**config.mk**
```make
export PLATFORM = sky130hd
export DESIGN_NAME = ebc_top
export DESIGN_NICKNAME = d
export VERILOG_FILES = /design/src/logic/ebc_pkg.sv /design/src/logic/ebc_wait_if.sv /design/src/logic/ebc_top.sv /design/src/logic/ebc_sync.sv /design/src/logic/ebc_wait.sv
export VERILOG_INCLUDE_DIRS = /design/src /design/src/logic
export SDC_FILE = /design/constraint.sdc
export NUM_CORES = 1
export LEC_CHECK = 0
export ABC_AREA = 1
export BUFFER_PORTS_ARGS = -buffer_cell sky130_fd_sc_hd__buf_2
export CAP_MARGIN = 15
export CORE_MARGIN = 2
export CORE_UTILIZATION = 30
export DETAILED_ROUTE_END_ITERATION = 10
export GPL_TIMING_DRIVEN = 0
export PLACE_DENSITY = 0.53
export SKIP_CTS_REPAIR_TIMING = 1
export SYNTH_ARGS = -nofsm -noshare
export SYNTH_HDL_FRONTEND = slang
export SYNTH_SLANG_ARGS = --single-unit
```
**constraint.sdc**
```tcl
create_clock -name clk_sys -period 2.2 [get_ports clk_sys]
set_input_delay 0.22 -clock clk_sys [delete_from_list [all_inputs] [get_ports clk_sys]]
set_output_delay 0.22 -clock clk_sys [all_outputs]
set_load 0.01 [all_outputs]
```
**src/logic/ebc_cfg.svh**
```systemverilog
`ifndef EBC_CFG_SVH
`define EBC_CFG_SVH

// ----------------------------------------
// Widths
// ----------------------------------------
`define EBC_ADDR_W 23
`define EBC_DATA_W 16
`define EBC_WAIT_W 3
`define EBC_PIN_W 3

// ----------------------------------------
// Field positions of the synchronised pins
// ----------------------------------------
`define EBC_PIN_READY 0
`define EBC_PIN_HOLD_N 1
`define EBC_PIN_OFF_N 2

// ----------------------------------------
// Reset values
// ----------------------------------------
`define EBC_PIN_RST 3'h6
`define EBC_SEL_IDLE 3'h7
`define EBC_ADDR_RST 23'h000000
`define EBC_DATA_RST 16'h0000
`define EBC_WAIT_RST 3'h0

// ----------------------------------------
// Timing counts in wait states
// ----------------------------------------
`define EBC_RDY_MIN_WAITS 3'h2
`define EBC_LAST_WAIT 3'h1
`define EBC_MSC_ABOVE 3'h2

`endif

```
**src/logic/ebc_pkg.sv**
```systemverilog
`default_nettype none

package ebc_pkg;

  // ----------------------------------------
  // External spaces, one select each
  // ----------------------------------------
  typedef enum logic [1:0]
  {
    EBC_SP_DATA,
    EBC_SP_PROG,
    EBC_SP_IO
  } ebc_space_t;

endpackage

`default_nettype wire

```
**src/logic/ebc_wait_if.sv**
```systemverilog
`timescale 1ns/10ps
`default_nettype none

interface ebc_wait_if #(parameter int WAIT_W = 3);
  logic              start;
  logic [WAIT_W-1:0] count;
  logic              busy;
  logic              done;
  logic              msc_low;

  modport ctrl
  (
    output start,
    output count,
    input  busy,
    input  done,
    input  msc_low
  );

  modport timer
  (
    input  start,
    input  count,
    output busy,
    output done,
    output msc_low
  );
endinterface // ebc_wait_if

`default_nettype wire

```
**src/logic/ebc_top.sv**
```systemverilog
`timescale 1ns/10ps
`include "ebc_cfg.svh"
`default_nettype none

module ebc_top
  import ebc_pkg::*;
#(
  parameter int ADDR_W = `EBC_ADDR_W,
  parameter int DATA_W = `EBC_DATA_W,
  parameter int WAIT_W = `EBC_WAIT_W
)
(
  input  wire logic              clk_sys,
  input  wire logic              nrst,
  input  wire logic              req_valid,
  output var  logic              req_ready,
  input  wire ebc_space_t        req_space,
  input  wire logic              req_write,
  input  wire logic [ADDR_W-1:0] req_addr,
  input  wire logic [DATA_W-1:0] req_wdata,
  input  wire logic [WAIT_W-1:0] req_waits,
  output var  logic              rsp_done,
  output var  logic [DATA_W-1:0] rsp_rdata,
  input  wire logic              ext_ready,
  input  wire logic              bus_release_req_n,
  input  wire logic              output_float_n,
  output var  logic              data_space_select_n,
  output var  logic              program_space_select_n,
  output var  logic              io_space_select_n,
  output var  logic              space_select_oe,
  output var  logic              memory_access_strobe_n,
  output var  logic              io_access_strobe_n,
  output var  logic              strobe_oe,
  output var  logic              read_write_n,
  output var  logic              read_write_oe,
  output var  logic [ADDR_W-1:0] ext_address_lines,
  output var  logic              ext_address_oe,
  input  wire logic [DATA_W-1:0] ext_data_in,
  output var  logic [DATA_W-1:0] ext_data_lines,
  output var  logic              ext_data_oe,
  output var  logic              bus_release_ack_n,
  output var  logic              bus_release_ack_oe,
  output var  logic              wait_states_complete_n,
  output var  logic              wait_states_complete_oe
);

  // ----------------------------------------
  // Types and state
  // ----------------------------------------
  typedef enum logic [2:0]
  {
    ST_IDLE,
    ST_STROBE,
    ST_SWAIT,
    ST_READY,
    ST_END,
    ST_HOLD
  } ebc_state_t;

  ebc_state_t        state;
  ebc_state_t        next_state;
  ebc_space_t        space;
  logic              write;
  logic [WAIT_W-1:0] waits;
  logic [2:0]        sel_n;
  logic              mem_strb_n;
  logic              io_strb_n;
  logic              rw_n;
  logic [ADDR_W-1:0] addr;
  logic [DATA_W-1:0] wdata;
  logic              drive_data;
  logic              bus_release_ack_n_n;
  logic              done;
  logic [DATA_W-1:0] rdata;
  logic [`EBC_PIN_W-1:0] pin_raw;
  logic [`EBC_PIN_W-1:0] pin_q;

  // ----------------------------------------
  // Pin synchronisers
  // ----------------------------------------
  assign pin_raw[`EBC_PIN_READY]  = ext_ready;
  assign pin_raw[`EBC_PIN_HOLD_N] = bus_release_req_n;
  assign pin_raw[`EBC_PIN_OFF_N]  = output_float_n;

  ebc_sync
  #(
    .W   (`EBC_PIN_W),
    .RST (`EBC_PIN_RST)
  )
  u_sync
  (
    .clk_sys (clk_sys),
    .nrst    (nrst),
    .d       (pin_raw),
    .q       (pin_q)
  );

  wire ready_q  = pin_q[`EBC_PIN_READY];
  wire hold_req = !pin_q[`EBC_PIN_HOLD_N];
  wire float_q  = !pin_q[`EBC_PIN_OFF_N];

  // ----------------------------------------
  // Software wait timer
  // ----------------------------------------
  ebc_wait_if #(.WAIT_W(WAIT_W)) wif ();

  ebc_wait
  #(
    .WAIT_W (WAIT_W)
  )
  u_wait
  (
    .clk_sys (clk_sys),
    .nrst    (nrst),
    .wt      (wif)
  );

  assign wif.start = (state == ST_STROBE);
  assign wif.count = waits;

  // ----------------------------------------
  // Decode
  // ----------------------------------------
  wire take      = (state == ST_IDLE) && !hold_req && req_valid;
  wire in_hold   = (state == ST_HOLD);
  wire no_waits  = (waits == '0);
  wire use_ready = (waits >= WAIT_W'(`EBC_RDY_MIN_WAITS));
  wire strobing  = (next_state == ST_STROBE)
                || (next_state == ST_SWAIT)
                || (next_state == ST_READY);

  wire ebc_space_t acc_space = take ? req_space : space;
  wire acc_write = take ? req_write : write;

  // One-hot select per space, low only while strobing
  wire [2:0] sel_hot = (acc_space == EBC_SP_DATA) ? 3'h1
                     : (acc_space == EBC_SP_PROG) ? 3'h2
                     : (acc_space == EBC_SP_IO)   ? 3'h4
                     : 3'h0;
  wire [2:0] next_sel_n = strobing ? ~sel_hot
                                   : `EBC_SEL_IDLE;
  wire is_io = (acc_space == EBC_SP_IO);
  wire next_mem_strb_n = !(strobing && !is_io);
  wire next_io_strb_n  = !(strobing && is_io);
  wire next_rw_n       = !(strobing && acc_write);
  wire next_drive      = strobing && acc_write;

  // ----------------------------------------
  // Access sequencer
  // ----------------------------------------
  always_comb
  begin
    next_state = state;
    case (state)
      ST_IDLE:
      begin
        if (hold_req)
          next_state = ST_HOLD;
        else if (req_valid)
          next_state = ST_STROBE;
      end
      ST_STROBE:
      begin
        if (no_waits)
          next_state = ST_END;
        else
          next_state = ST_SWAIT;
      end
      ST_SWAIT:
      begin
        if (wif.done && use_ready)
          next_state = ST_READY;
        else if (wif.done)
          next_state = ST_END;
      end
      ST_READY:
      begin
        if (ready_q)
          next_state = ST_END;
      end
      ST_END:
      begin
        next_state = ST_IDLE;
      end
      ST_HOLD:
      begin
        if (!hold_req)
          next_state = ST_IDLE;
      end
      default:
      begin
        next_state = ST_IDLE;
      end
    endcase
  end

  always_ff @(posedge clk_sys or negedge nrst)
  begin
    if (!nrst)
      state <= ST_IDLE;
    else
      state <= next_state;
  end

  // ----------------------------------------
  // Access capture
  // ----------------------------------------
  always_ff @(posedge clk_sys or negedge nrst)
  begin
    if (!nrst)
    begin
      space <= EBC_SP_DATA;
      write <= 1'b0;
      waits <= WAIT_W'(`EBC_WAIT_RST);
      addr  <= ADDR_W'(`EBC_ADDR_RST);
      wdata <= DATA_W'(`EBC_DATA_RST);
    end
    else if (take)
    begin
      space <= req_space;
      write <= req_write;
      waits <= req_waits;
      addr  <= req_addr;
      wdata <= req_wdata;
    end
  end

  // ----------------------------------------
  // Pin output registers
  // ----------------------------------------
  always_ff @(posedge clk_sys or negedge nrst)
  begin
    if (!nrst)
    begin
      sel_n      <= `EBC_SEL_IDLE;
      mem_strb_n <= 1'b1;
      io_strb_n  <= 1'b1;
      rw_n       <= 1'b1;
      drive_data <= 1'b0;
      bus_release_ack_n_n    <= 1'b1;
    end
    else
    begin
      sel_n      <= next_sel_n;
      mem_strb_n <= next_mem_strb_n;
      io_strb_n  <= next_io_strb_n;
      rw_n       <= next_rw_n;
      drive_data <= next_drive;
      bus_release_ack_n_n    <= !(next_state == ST_HOLD);
    end
  end

  // ----------------------------------------
  // Completion and read data
  // ----------------------------------------
  wire finish = (next_state == ST_END);

  always_ff @(posedge clk_sys or negedge nrst)
  begin
    if (!nrst)
    begin
      done  <= 1'b0;
      rdata <= DATA_W'(`EBC_DATA_RST);
    end
    else
    begin
      done <= finish;
      if (finish && !write)
        rdata <= ext_data_in;
    end
  end

  // ----------------------------------------
  // Output enables
  // ----------------------------------------
  wire ctl_drive = !float_q && !in_hold;
  wire bus_drive = ctl_drive && !hold_req;

  assign space_select_oe   = ctl_drive;
  assign strobe_oe         = ctl_drive;
  assign read_write_oe     = ctl_drive;
  assign ext_address_oe    = ctl_drive;
  assign ext_data_oe       = bus_drive && drive_data;
  assign bus_release_ack_oe      = !float_q;
  assign wait_states_complete_oe = !float_q;

  // ----------------------------------------
  // Pin and user outputs
  // ----------------------------------------
  assign data_space_select_n    = sel_n[0];
  assign program_space_select_n = sel_n[1];
  assign io_space_select_n      = sel_n[2];
  assign memory_access_strobe_n = mem_strb_n;
  assign io_access_strobe_n     = io_strb_n;
  assign read_write_n           = rw_n;
  assign ext_address_lines      = addr;
  assign ext_data_lines         = wdata;
  assign bus_release_ack_n      = bus_release_ack_n_n;
  assign wait_states_complete_n = !wif.msc_low;
  assign req_ready              = (state == ST_IDLE) && !hold_req;
  assign rsp_done               = done;
  assign rsp_rdata              = rdata;

endmodule // ebc_top

`default_nettype wire

```
**src/logic/ebc_sync.sv**
```systemverilog
`timescale 1ns/10ps
`default_nettype none

module ebc_sync
#(
  parameter int           W   = 3,
  parameter logic [W-1:0] RST = '0
)
(
  input  wire logic         clk_sys,
  input  wire logic         nrst,
  input  wire logic [W-1:0] d,
  output var  logic [W-1:0] q
);

  // ----------------------------------------
  // Three stages, change taken when 2 and 3 agree
  // ----------------------------------------
  genvar i;
  generate
    for (i = 0; i < W; i++)
    begin : g_bit
      logic s1;
      logic s2;
      logic s3;
      wire  agree = (s2 == s3);

      always_ff @(posedge clk_sys or negedge nrst)
      begin
        if (!nrst)
        begin
          s1   <= RST[i];
          s2   <= RST[i];
          s3   <= RST[i];
          q[i] <= RST[i];
        end
        else
        begin
          s1 <= d[i];
          s2 <= s1;
          s3 <= s2;
          if (agree)
            q[i] <= s3;
        end
      end
    end
  endgenerate

endmodule // ebc_sync

`default_nettype wire

```
**src/logic/ebc_wait.sv**
```systemverilog
`timescale 1ns/10ps
`include "ebc_cfg.svh"
`default_nettype none

module ebc_wait
#(
  parameter int WAIT_W = `EBC_WAIT_W
)
(
  input  wire logic clk_sys,
  input  wire logic nrst,
  ebc_wait_if.timer wt
);

  logic [WAIT_W-1:0] cnt;
  logic              busy;
  logic              msc_low;

  // ----------------------------------------
  // Decode
  // ----------------------------------------
  wire last_wait = busy && (cnt == WAIT_W'(`EBC_LAST_WAIT));
  wire multi     = (wt.count >= WAIT_W'(`EBC_RDY_MIN_WAITS));
  wire more_left = busy && (cnt > WAIT_W'(`EBC_MSC_ABOVE));
  wire start_any = wt.start && (wt.count != '0);

  wire [WAIT_W-1:0] next_cnt = wt.start ? wt.count
                             : busy     ? cnt - 1'b1
                             : cnt;

  assign wt.busy    = busy;
  assign wt.done    = last_wait;
  assign wt.msc_low = msc_low;

  // ----------------------------------------
  // Software wait counter
  // ----------------------------------------
  always_ff @(posedge clk_sys or negedge nrst)
  begin
    if (!nrst)
    begin
      cnt     <= WAIT_W'(`EBC_WAIT_RST);
      busy    <= 1'b0;
      msc_low <= 1'b0;
    end
    else
    begin
      cnt     <= next_cnt;
      busy    <= start_any || (busy && !last_wait);
      msc_low <= wt.start ? multi : more_left;
    end
  end

endmodule // ebc_wait

`default_nettype wire

```
# == Yosys cells after proc, flatten, opt, wreduce, memory -nomap -nowiden ==
# Index checks and enable logic that the tools add are counted.
# op_classes
add_sub_neg,1
mul,0
div,0
n_lt_le_gt_ge,2
eq_ne,15
shift,0
mux,17
bitwise_logic,1
reduce_logical,31
# ops
cell,count
two-way mux 3 bit,13
case mux 3 bit (5 select lines),1
logical AND 1 bit,14
"equality test 3 x 2 -> 1 bit, second input constant",4
"equality test 3 x 1 -> 1 bit, second input constant",3
"equality test 3 bit, second input constant",3
zero test 1 bit,9
zero test 3 bit,2
equality test 1 bit,3
"greater-or-equal comparator 3 x 2 -> 1 bit, second input constant",1
"> comparator 3 x 2 -> 1 bit, second input constant",1
logical OR 1 bit,3
inverter 3 bit,1
nonzero test 3 bit,1
"subtractor 3 x 1 -> 3 bit, second input constant",1
"equality test 2 x 1 -> 1 bit, second input constant",1
"equality test 2 bit, second input constant",1
zero test 2 bit,1
two-way mux 1 bit,2
two-way mux 2 bit,1
nonzero test 2 bit,1
# totals
regBits,90
latch_bits,0
ramBits,0
mem_bits_ro,0
in_bits,67
output_inout_bits,72
elab_cells,96
n_memories,0

# == Depth between registers and ports, before layout ==
# Gate-level depths: netlist of the first run.
# depth
depth_word,10
mapped_depth,11
mapped_depth_nobuf,10

# == Hierarchy ==
# Synthesis of the first run repeated with hierarchy kept, for this count alone.
# hier_totals
cells_unflattened,321
area_unflattened_um2,3754.9
# modules_own_cells
module,n_inst,cells_per_inst,area_per_inst_um2,seq_area_each_um2
ebc_top,1,256,3090.5,1835.5
ebc_sync,1,24,359.1,310.3
ebc_wait,1,41,305.3,125.1

# == Worst setup path before layout of the first run ==
# No wires, ideal clock.
# synth_path
path_type,reg-to-reg
startpoint,reg u_wait.cnt[1]
endpoint,"reg rdata[10], in the netlist rsp_rdata[10]"
setup_ns,0.117
arrival_time_ns,1.588
required_ns,2.083
slack_ns,0.495
path_stages_with_launch,11
path_buffers,1
period_less_slack_ns,1.705
path_cell_list,dfrtp_1 -> inv_1 -> ha_1 -> nand3_1 -> o21ai_1 -> nand3_4 -> nor2_8 -> nand3_4 -> buf_6 -> nand2_1 -> nand2_1
# synth_between
elab_chain_len,7
elab_cells_between_ends,8
classes_between,eq/ne: 2; mux: 3; reduce/logical: 3
# synth_rtl
element,line_no,text
from (decl),ebc_wait.sv:15,logic [WAIT_W-1:0] cnt;
from (signal assigned),ebc_wait.sv:42,cnt <= WAIT_W'(`EBC_WAIT_RST);
from (signal assigned),ebc_wait.sv:48,cnt <= next_cnt;
equality test 3 x 1 -> 1 bit (*),ebc_wait.sv:22,wire last_wait = busy && (cnt == WAIT_W'(`EBC_LAST_WAIT));
logical AND 1 bit (*),ebc_wait.sv:22,
two-way mux 3 bit / logical AND 1 bit (equally long branches),"ebc_top.sv:173, ebc_top.sv:171",
two-way mux 3 bit (*),ebc_top.sv:171,if (wif.done && use_ready)
case mux 3 bit (5 select lines) (*),ebc_top.sv:154,case (state)
via next_state[1],ebc_top.sv:61,ebc_state_t next_state;
equality test 3 bit (*),ebc_top.sv:256,wire finish = (next_state == ST_END);
logical AND 1 bit (*),ebc_top.sv:268,if (finish && !write)
to (signal assigned),ebc_top.sv:263,rdata <= DATA_W'(`EBC_DATA_RST);
to (signal assigned),ebc_top.sv:269,rdata <= ext_data_in;
to (decl),ebc_top.sv:74,logic [DATA_W-1:0] rdata;
# The timed path passes the listed nets; every way through them passes the cells marked *.
# A chain may end at the register's enable or synchronous reset.

# == Worst setup path in the final report of the first run ==
# layout_path
startpoint,reg u_wait.cnt[1]
endpoint,"reg rdata[12], in the netlist rsp_rdata[12]"
# Same word-level chain as after synthesis.

==> reports/metrics.cfg, run 1 <==
[synthesis]
synth_edf_count = 0
synth_seq_area_share_pct = 63.6
synthCells = 291
yosysTopAreaCell = dfrtp_1
synth_common_cells = dfrtp_1, nand2_1, mux2_2
synth_fp_nets = 361
syn-cell-area_mm2 = 0.00357
synthMostInstantiatedCell = dfrtp_1
yosysUniqueCellTypes = 32
synthTopCellsByArea = dfrtp_1, mux2_2, dfstp_2
syn_area_per_cell_um2 = 12.3
synthFlopType = dfrtp_1
ys_ff_latch = 90
yosysWarnings = 0
yosys.area.top_type_share_pct = 52.5
async_flop_share_pct = 100

[timing]
timing.final.hold_violations = 0
finalSetupTns_ns = 0
rsz0062_at_grt = false
final.period_utilization_pct = 88.6
layout_min_cycle_time_ns = 1.95
worstMarginPinSlew_ns = 0.448
skew_ns = 0.00537
slew_headroom_pct = 70.2
fmax_ghz = 0.513
setup-violations-final = 0
drv_slew = 0

[floorplanning]
die_x_um = 113
die_h_um = 113
dieArea_mm2 = 0.0128
fp-row-count = 39
initial_core_util_pct = 31.0
core_area_mm2 = 0.0115
ios = 139

[critical_path]
arrival_ns = 2.18
crit_path_end_kind = flip-flop
crit_path_top_delay_cell = dfrtp_1
r2r_slack_ns = 0.25
cp.required_ns = 2.43
worst_r2r_path_depth = 10
crit_path_start_kind = flip-flop
path_cells = inv_1 -> ha_1 -> nand3_1 -> o21ai_1 -> nand3_4 -> nor2_8 -> nand3_4 -> buf_6 -> nand2_1 -> nand2_1
path_class = reg -> reg
rr_endpoint = rsp_rdata[12]
crit_path_max_fanout = 10
r2r_start = u_wait.cnt[1]
cp_slowest_stage_delay_ns = 0.39

[grt]
grt_pass1_vias = 2699
grt_max_degree = 71
track_usage_pct = 12.6
antenna_found_initial = 0
grt_pass1_wl_um = 12900
gr-total-overflow = 0

[place]
dp.cells = 573
io_buffers = 138
gp_congestion = 0.751
hpwlAfterDp_um = 5590

[detailed_routing]
drtPass1Iterations = 7
via_per_inst = 4.40
antenna_left = 0
post_drt_wl_per_cell_um = 13.1
wl_um = 7740
drc = 8
vias = 2609
drt_iter0_drc = 169

[run_status]
status = finished, violations left
failed_checks = DRC

[cells_and_area]
areaGrowthSynthToFinish_pct = 34.2
nets = 515
utilization_pct = 41.6
drive_gt1_share_pct = 52.9
fill_cells = 1145
insertedDiodeCount = 0
layoutNonFillerInstCount = 593

[clock_tree]
cts_root_buf = clkbuf_16
tritoncts = built
clk_path_buf_depth = 2
cts-htree-levels = 3
clk_latency_ns = 0.34
cts_buffers = 9
clk_pin_slew_ns = 0.07
cts.sinks = 90

[pwr]
power_density_mw_per_mm2 = 1450
vdd_drop_max_mv = 0.532
p_leak_nw = 2.44

[job]
cap_violations = 0

[hold_path]
hp-start = req_waits[2]
min_path_cells = 3
whs_endpoint = waits[2]
holdCritPathClass = in -> reg

## layout make-up
| cell class | count | area [um2] | area share (%) |
|---|---|---|---|
| Inverter | 23 | 86.3 | 1.80 |
| Timing Repair Buffer | 143 | 761 | 15.9 |
| Tap cell | 143 | 179 | 3.73 |
| Sequential cell | 90 | 2270 | 47.4 |
| Buffer | 14 | 95.1 | 1.98 |
| Clock inverter | 6 | 42.5 | 0.887 |
| Multi-Input combinational cell | 164 | 1120 | 23.4 |
| Clock buffer | 10 | 239 | 4.98 |
## where the power goes
part / switching, W / internal (W) / total, W
registers: 0.000349 / 0.00242 / 0.00276
logic: 0.00152 / 0.00120 / 0.00272
clock network: 0.000651 / 0.000796 / 0.00145
total: 0.00252 / 0.00442 / 0.00693
## metal layers
| layer | routed length [um] | up-vias | track usage [%] |
|---|---|---|---|
| li1 | - | 1271 | - |
| met1 | 3440 | 1248 | 16.1 |
| met2 | 3660 | 81 | 19.9 |
| met3 | 527 | 9 | 4.28 |
| met5 | 0 | - | 0 |
| met4 | 105 | 0 | 4.88 |
## worst max-delay path, delay by kind of cell, from the launching register on
| family | cells | cell delay [ns] |
|---|---|---|
| AOI/OAI and AO/OA | 1 | 0.24 |
| adders and majority gates | 1 | 0.18 |
| buffers and inverters | 2 | 0.27 |
| DFF | 1 | 0.39 |
| and+or+nand+nor | 6 | 0.73 |
## metrics by stage
step / total power (W) / instance area (um2) / hold WS (ns) / setup WS (ns)
floorplan: 0.00452 / 3570 / -0.0756 / 0.495
global placement: 0.00549 / 4440 / 0.327 / 0.0419
detailed placement: 0.00556 / 4470 / 0.134 / 0.239
CTS: 0.00705 / 4750 / -0.230 / 0.239
global route: 0.00747 / 4790 / 0.0938 / 0.0643
finish: 0.00693 / 4790 / 0.0931 / 0.251
## sequential cells by signal (all words and copies together) (netlist names), 2 cells and up
name and flops:
sel_n 3, space 2, ext_data_lines 16, u_sync.g_bit.s2 3, waits 3, state 3
rsp_rdata 16, u_sync.g_bit.s1 3, ext_address_lines 23, u_sync.q 3, u_sync.g_bit.s3 3, u_wait.cnt 3
## cells by family (layout without fill, tap and decap cells)
family / after synthesis / in the layout / share of synthesized area [%]
compound gates: 12 / 12 / 2.03
xor+xnor: 1 / 1 / 0.245
fa+ha+maj: 6 / 6 / 1.89
buf+inv: 37 / 196 / 5.08
flops: 90 / 90 / 63.6
mux: 39 / 39 / 12.3
simple gates: 106 / 106 / 14.9
## layout by cell type (no fill, tap or decap), types with 2 or more instances in the layout
cell type	instances
nor3_1	2
nand3_1	7
dfrtp_1	75
nand2_1	58
inv_1	18
nand2_2	2
nand3_2	2
buf_4	9
buf_2	141
clkinv_4	2
nor2_1	11
clkbuf_16	9
nand3_4	2
dfstp_2	15
clkinv_2	2
maj3_1	3
clkinvlp_4	2
nand4_1	16
mux2_2	39
dlygate4sd3_1	4
o21ai_1	3
ha_1	3
inv_2	4
o21ai_0	5
o221ai_1	2
## worst max path at each step
stage                              from                   end  slack, ns
after floorplan           u_wait.cnt[1]         rsp_rdata[10]       0.50
after global placement             nrst  ext_address_lines[2]       0.04
after detailed placement  u_wait.cnt[1]         rsp_rdata[12]       0.24
after CTS                 u_wait.cnt[1]         rsp_rdata[12]       0.24
after global routing      u_wait.cnt[1]          rsp_rdata[6]       0.06
final                     u_wait.cnt[1]         rsp_rdata[12]       0.25
No activity file was read; power rests on OpenSTA's default activity.
==> run 2: changes to the inputs <==
- ABC_AREA: 1 -> 0
- CORE_ASPECT_RATIO: default -> 0.75
==> reports/metrics.cfg, run 2 <==
[run_status]
status = finished, violations left
failed_checks = setup timing

[cells_and_area]
layout_common_cells = buf_2, dfrtp_1, mux2_2
areaGrowthSynthToFinish_pct = 38.6
largest_reg_flops = 23
drive_gt1_share_pct = 64.3
final_common_cell = buf_2
utilization_pct = 42.8
insertedDiodeCount = 0
nets = 468

[synthesis]
synthCells = 237
synthMostInstantiatedCell = dfrtp_1
yosys.area.top_type_share_pct = 52.3
ys_ff_latch = 90
syn-cell-area_mm2 = 0.00359
syn_area_per_cell_um2 = 15.2
synth_common_cells = dfrtp_1, mux2_2, dfstp_2
synth_seq_area_share_pct = 63.2
yosysTopAreaCell = dfrtp_1
synth_fp_nets = 307
yosysWarnings = 0
synth_edf_count = 0
yosysUniqueCellTypes = 39
synthTopCellsByArea = dfrtp_1, mux2_2, dfstp_2
synthFlopType = dfrtp_1
async_flop_share_pct = 100

[clock_tree]
clk_path_buf_depth = 2
cts_buffers = 9
clk_latency_ns = 0.33
cts-htree-levels = 3
cts.sinks = 90
clk_pin_slew_ns = 0.06
cts_root_buf = clkbuf_16
tritoncts = built

[timing]
fmax_ghz = 0.437
slew_headroom_pct = 62.3
final.period_utilization_pct = 104
skew_ns = 0.00584
setup_slack_ns = -0.0908
layout_min_cycle_time_ns = 2.29
drv_slew = 0
finalSetupTns_ns = -0.940
timing.final.hold_violations = 0
rsz0062_at_grt = true
worstMarginPinSlew_ns = 0.565
setup-violations-final = 15

[floorplanning]
ios = 139
fp-row-count = 34
core_area_mm2 = 0.0116
initial_core_util_pct = 30.9
die_h_um = 98.8
dieArea_mm2 = 0.0129
die_x_um = 130

[pwr]
power_density_mw_per_mm2 = 1450
vdd_drop_max_mv = 0.631
finalPower_w = 0.00723
p_leak_nw = 2.44

[place]
io_buffers = 138
hpwlAfterDp_um = 5530
dp_slack_ns = -0.249
gp_congestion = 0.723

[grt]
antenna_found_initial = 0
track_usage_pct = 11.9
grt_pass1_vias = 2289
grt_max_degree = 49
gr-total-overflow = 0
grt_pass1_wl_um = 11900

[critical_path]
cp_slowest_stage_delay_ns = 0.47
path_class = reg -> reg
cp.required_ns = 2.41
crit_path_top_delay_cell = or3_4
crit_path_start_kind = flip-flop
path_cells = buf_2 -> or3_1 -> a21oi_2 -> a211oi_4 -> or3_4 -> clkbuf_16 -> mux2_4
worst_r2r_path_depth = 7
arrival_ns = 2.50
crit_path_end_kind = flip-flop
crit_path_max_fanout = 10

[detailed_routing]
antenna_left = 0
drt_iter0_drc = 83
drc = 0
drtPass1Iterations = 4
post_drt_wl_per_cell_um = 13.5
wl_um = 7650
vias = 2376
via_per_inst = 4.21

[hold_path]
min_path_cells = 2
holdCritPathClass = in -> reg

[job]
cap_violations = 0

-- run 2: changes by cell type in the layout (fill, tap and decap cells not counted), sizes merged, moves of 5 or more --
cell,change
nand4,-16
inv,-13
nand3,-6
nand2,-55
nor2,-8
buf,+5
mux2,+21
clkbuf,+8
-- run 2: through the flow --
step	cells	instance area (um2)	hold WS, ns
detailed placement	538	4510	0.252
global placement	537	4480	0.326
CTS	554	4820	-0.103
finish	565	4980	0.121
floorplan	237	3590	-0.0756
global route	565	4980	0.0987
-- run 2: final cells by class --
class	instances	area, um2
flip-flops and latches	90	2270
well taps	162	203
clock buffers	14	274
clock inverters	2	35.0
fillers	1103	6640
plain buffers	14	103
multi-input cells	122	1200
repair buffers	152	858
inverters	9	33.8
-- run 2: final timing paths --
| kind | startpoint | slack, ns | end |
|---|---|---|---|
| min in group asynchronous | nrst | 0.43 | ext_data_lines[1] |
| min | req_wdata[12] | 0.12 | ext_data_lines[12] |
| max | state[0] | -0.09 | rsp_rdata[14] |
| max reg2reg | state[0] | -0.09 | rsp_rdata[14] |
| min reg2reg | u_sync.g_bit[0].s1 | 0.35 | u_sync.g_bit[0].s2 |
| max in group asynchronous | nrst | 1.09 | u_sync.g_bit[1].s1 |
-- run 2: logic make-up (layout without fill, tap and decap cells) --
| group | after synthesis | count (layout) | share of synthesized area (%) |
|---|---|---|---|
| compound gates | 16 | 16 | 3.59 |
| xor+xnor | 3 | 3 | 0.732 |
| fa+ha+maj | 6 | 6 | 1.88 |
| buf+inv | 25 | 191 | 4.18 |
| flops | 90 | 90 | 63.2 |
| mux | 62 | 62 | 20.4 |
| simple gates | 35 | 35 | 5.96 |
-- run 2: worst max-delay path, delay by kind of cell (launching register included) --
kind	cells	cell delay [ns]
AOI/OAI and AO/OA	2	0.27
DFF	1	0.36
muxes	1	0.29
and+or+nand+nor	2	0.87
buffers and inverters	2	0.36
-- run 2: routing by layer --
metal | GRT usage, % | wire length (um)
met5 | 0 | 0
met4 | 3.19 | 53
met3 | 4.99 | 637
met2 | 16.7 | 3250
met1 | 16.9 | 3710
-- run 2: where the power goes --
part / switching, W / internal (W)
clock: 0.000585 / 0.000972
sequential: 0.000371 / 0.00243
combinational: 0.00132 / 0.00155
total: 0.00228 / 0.00495
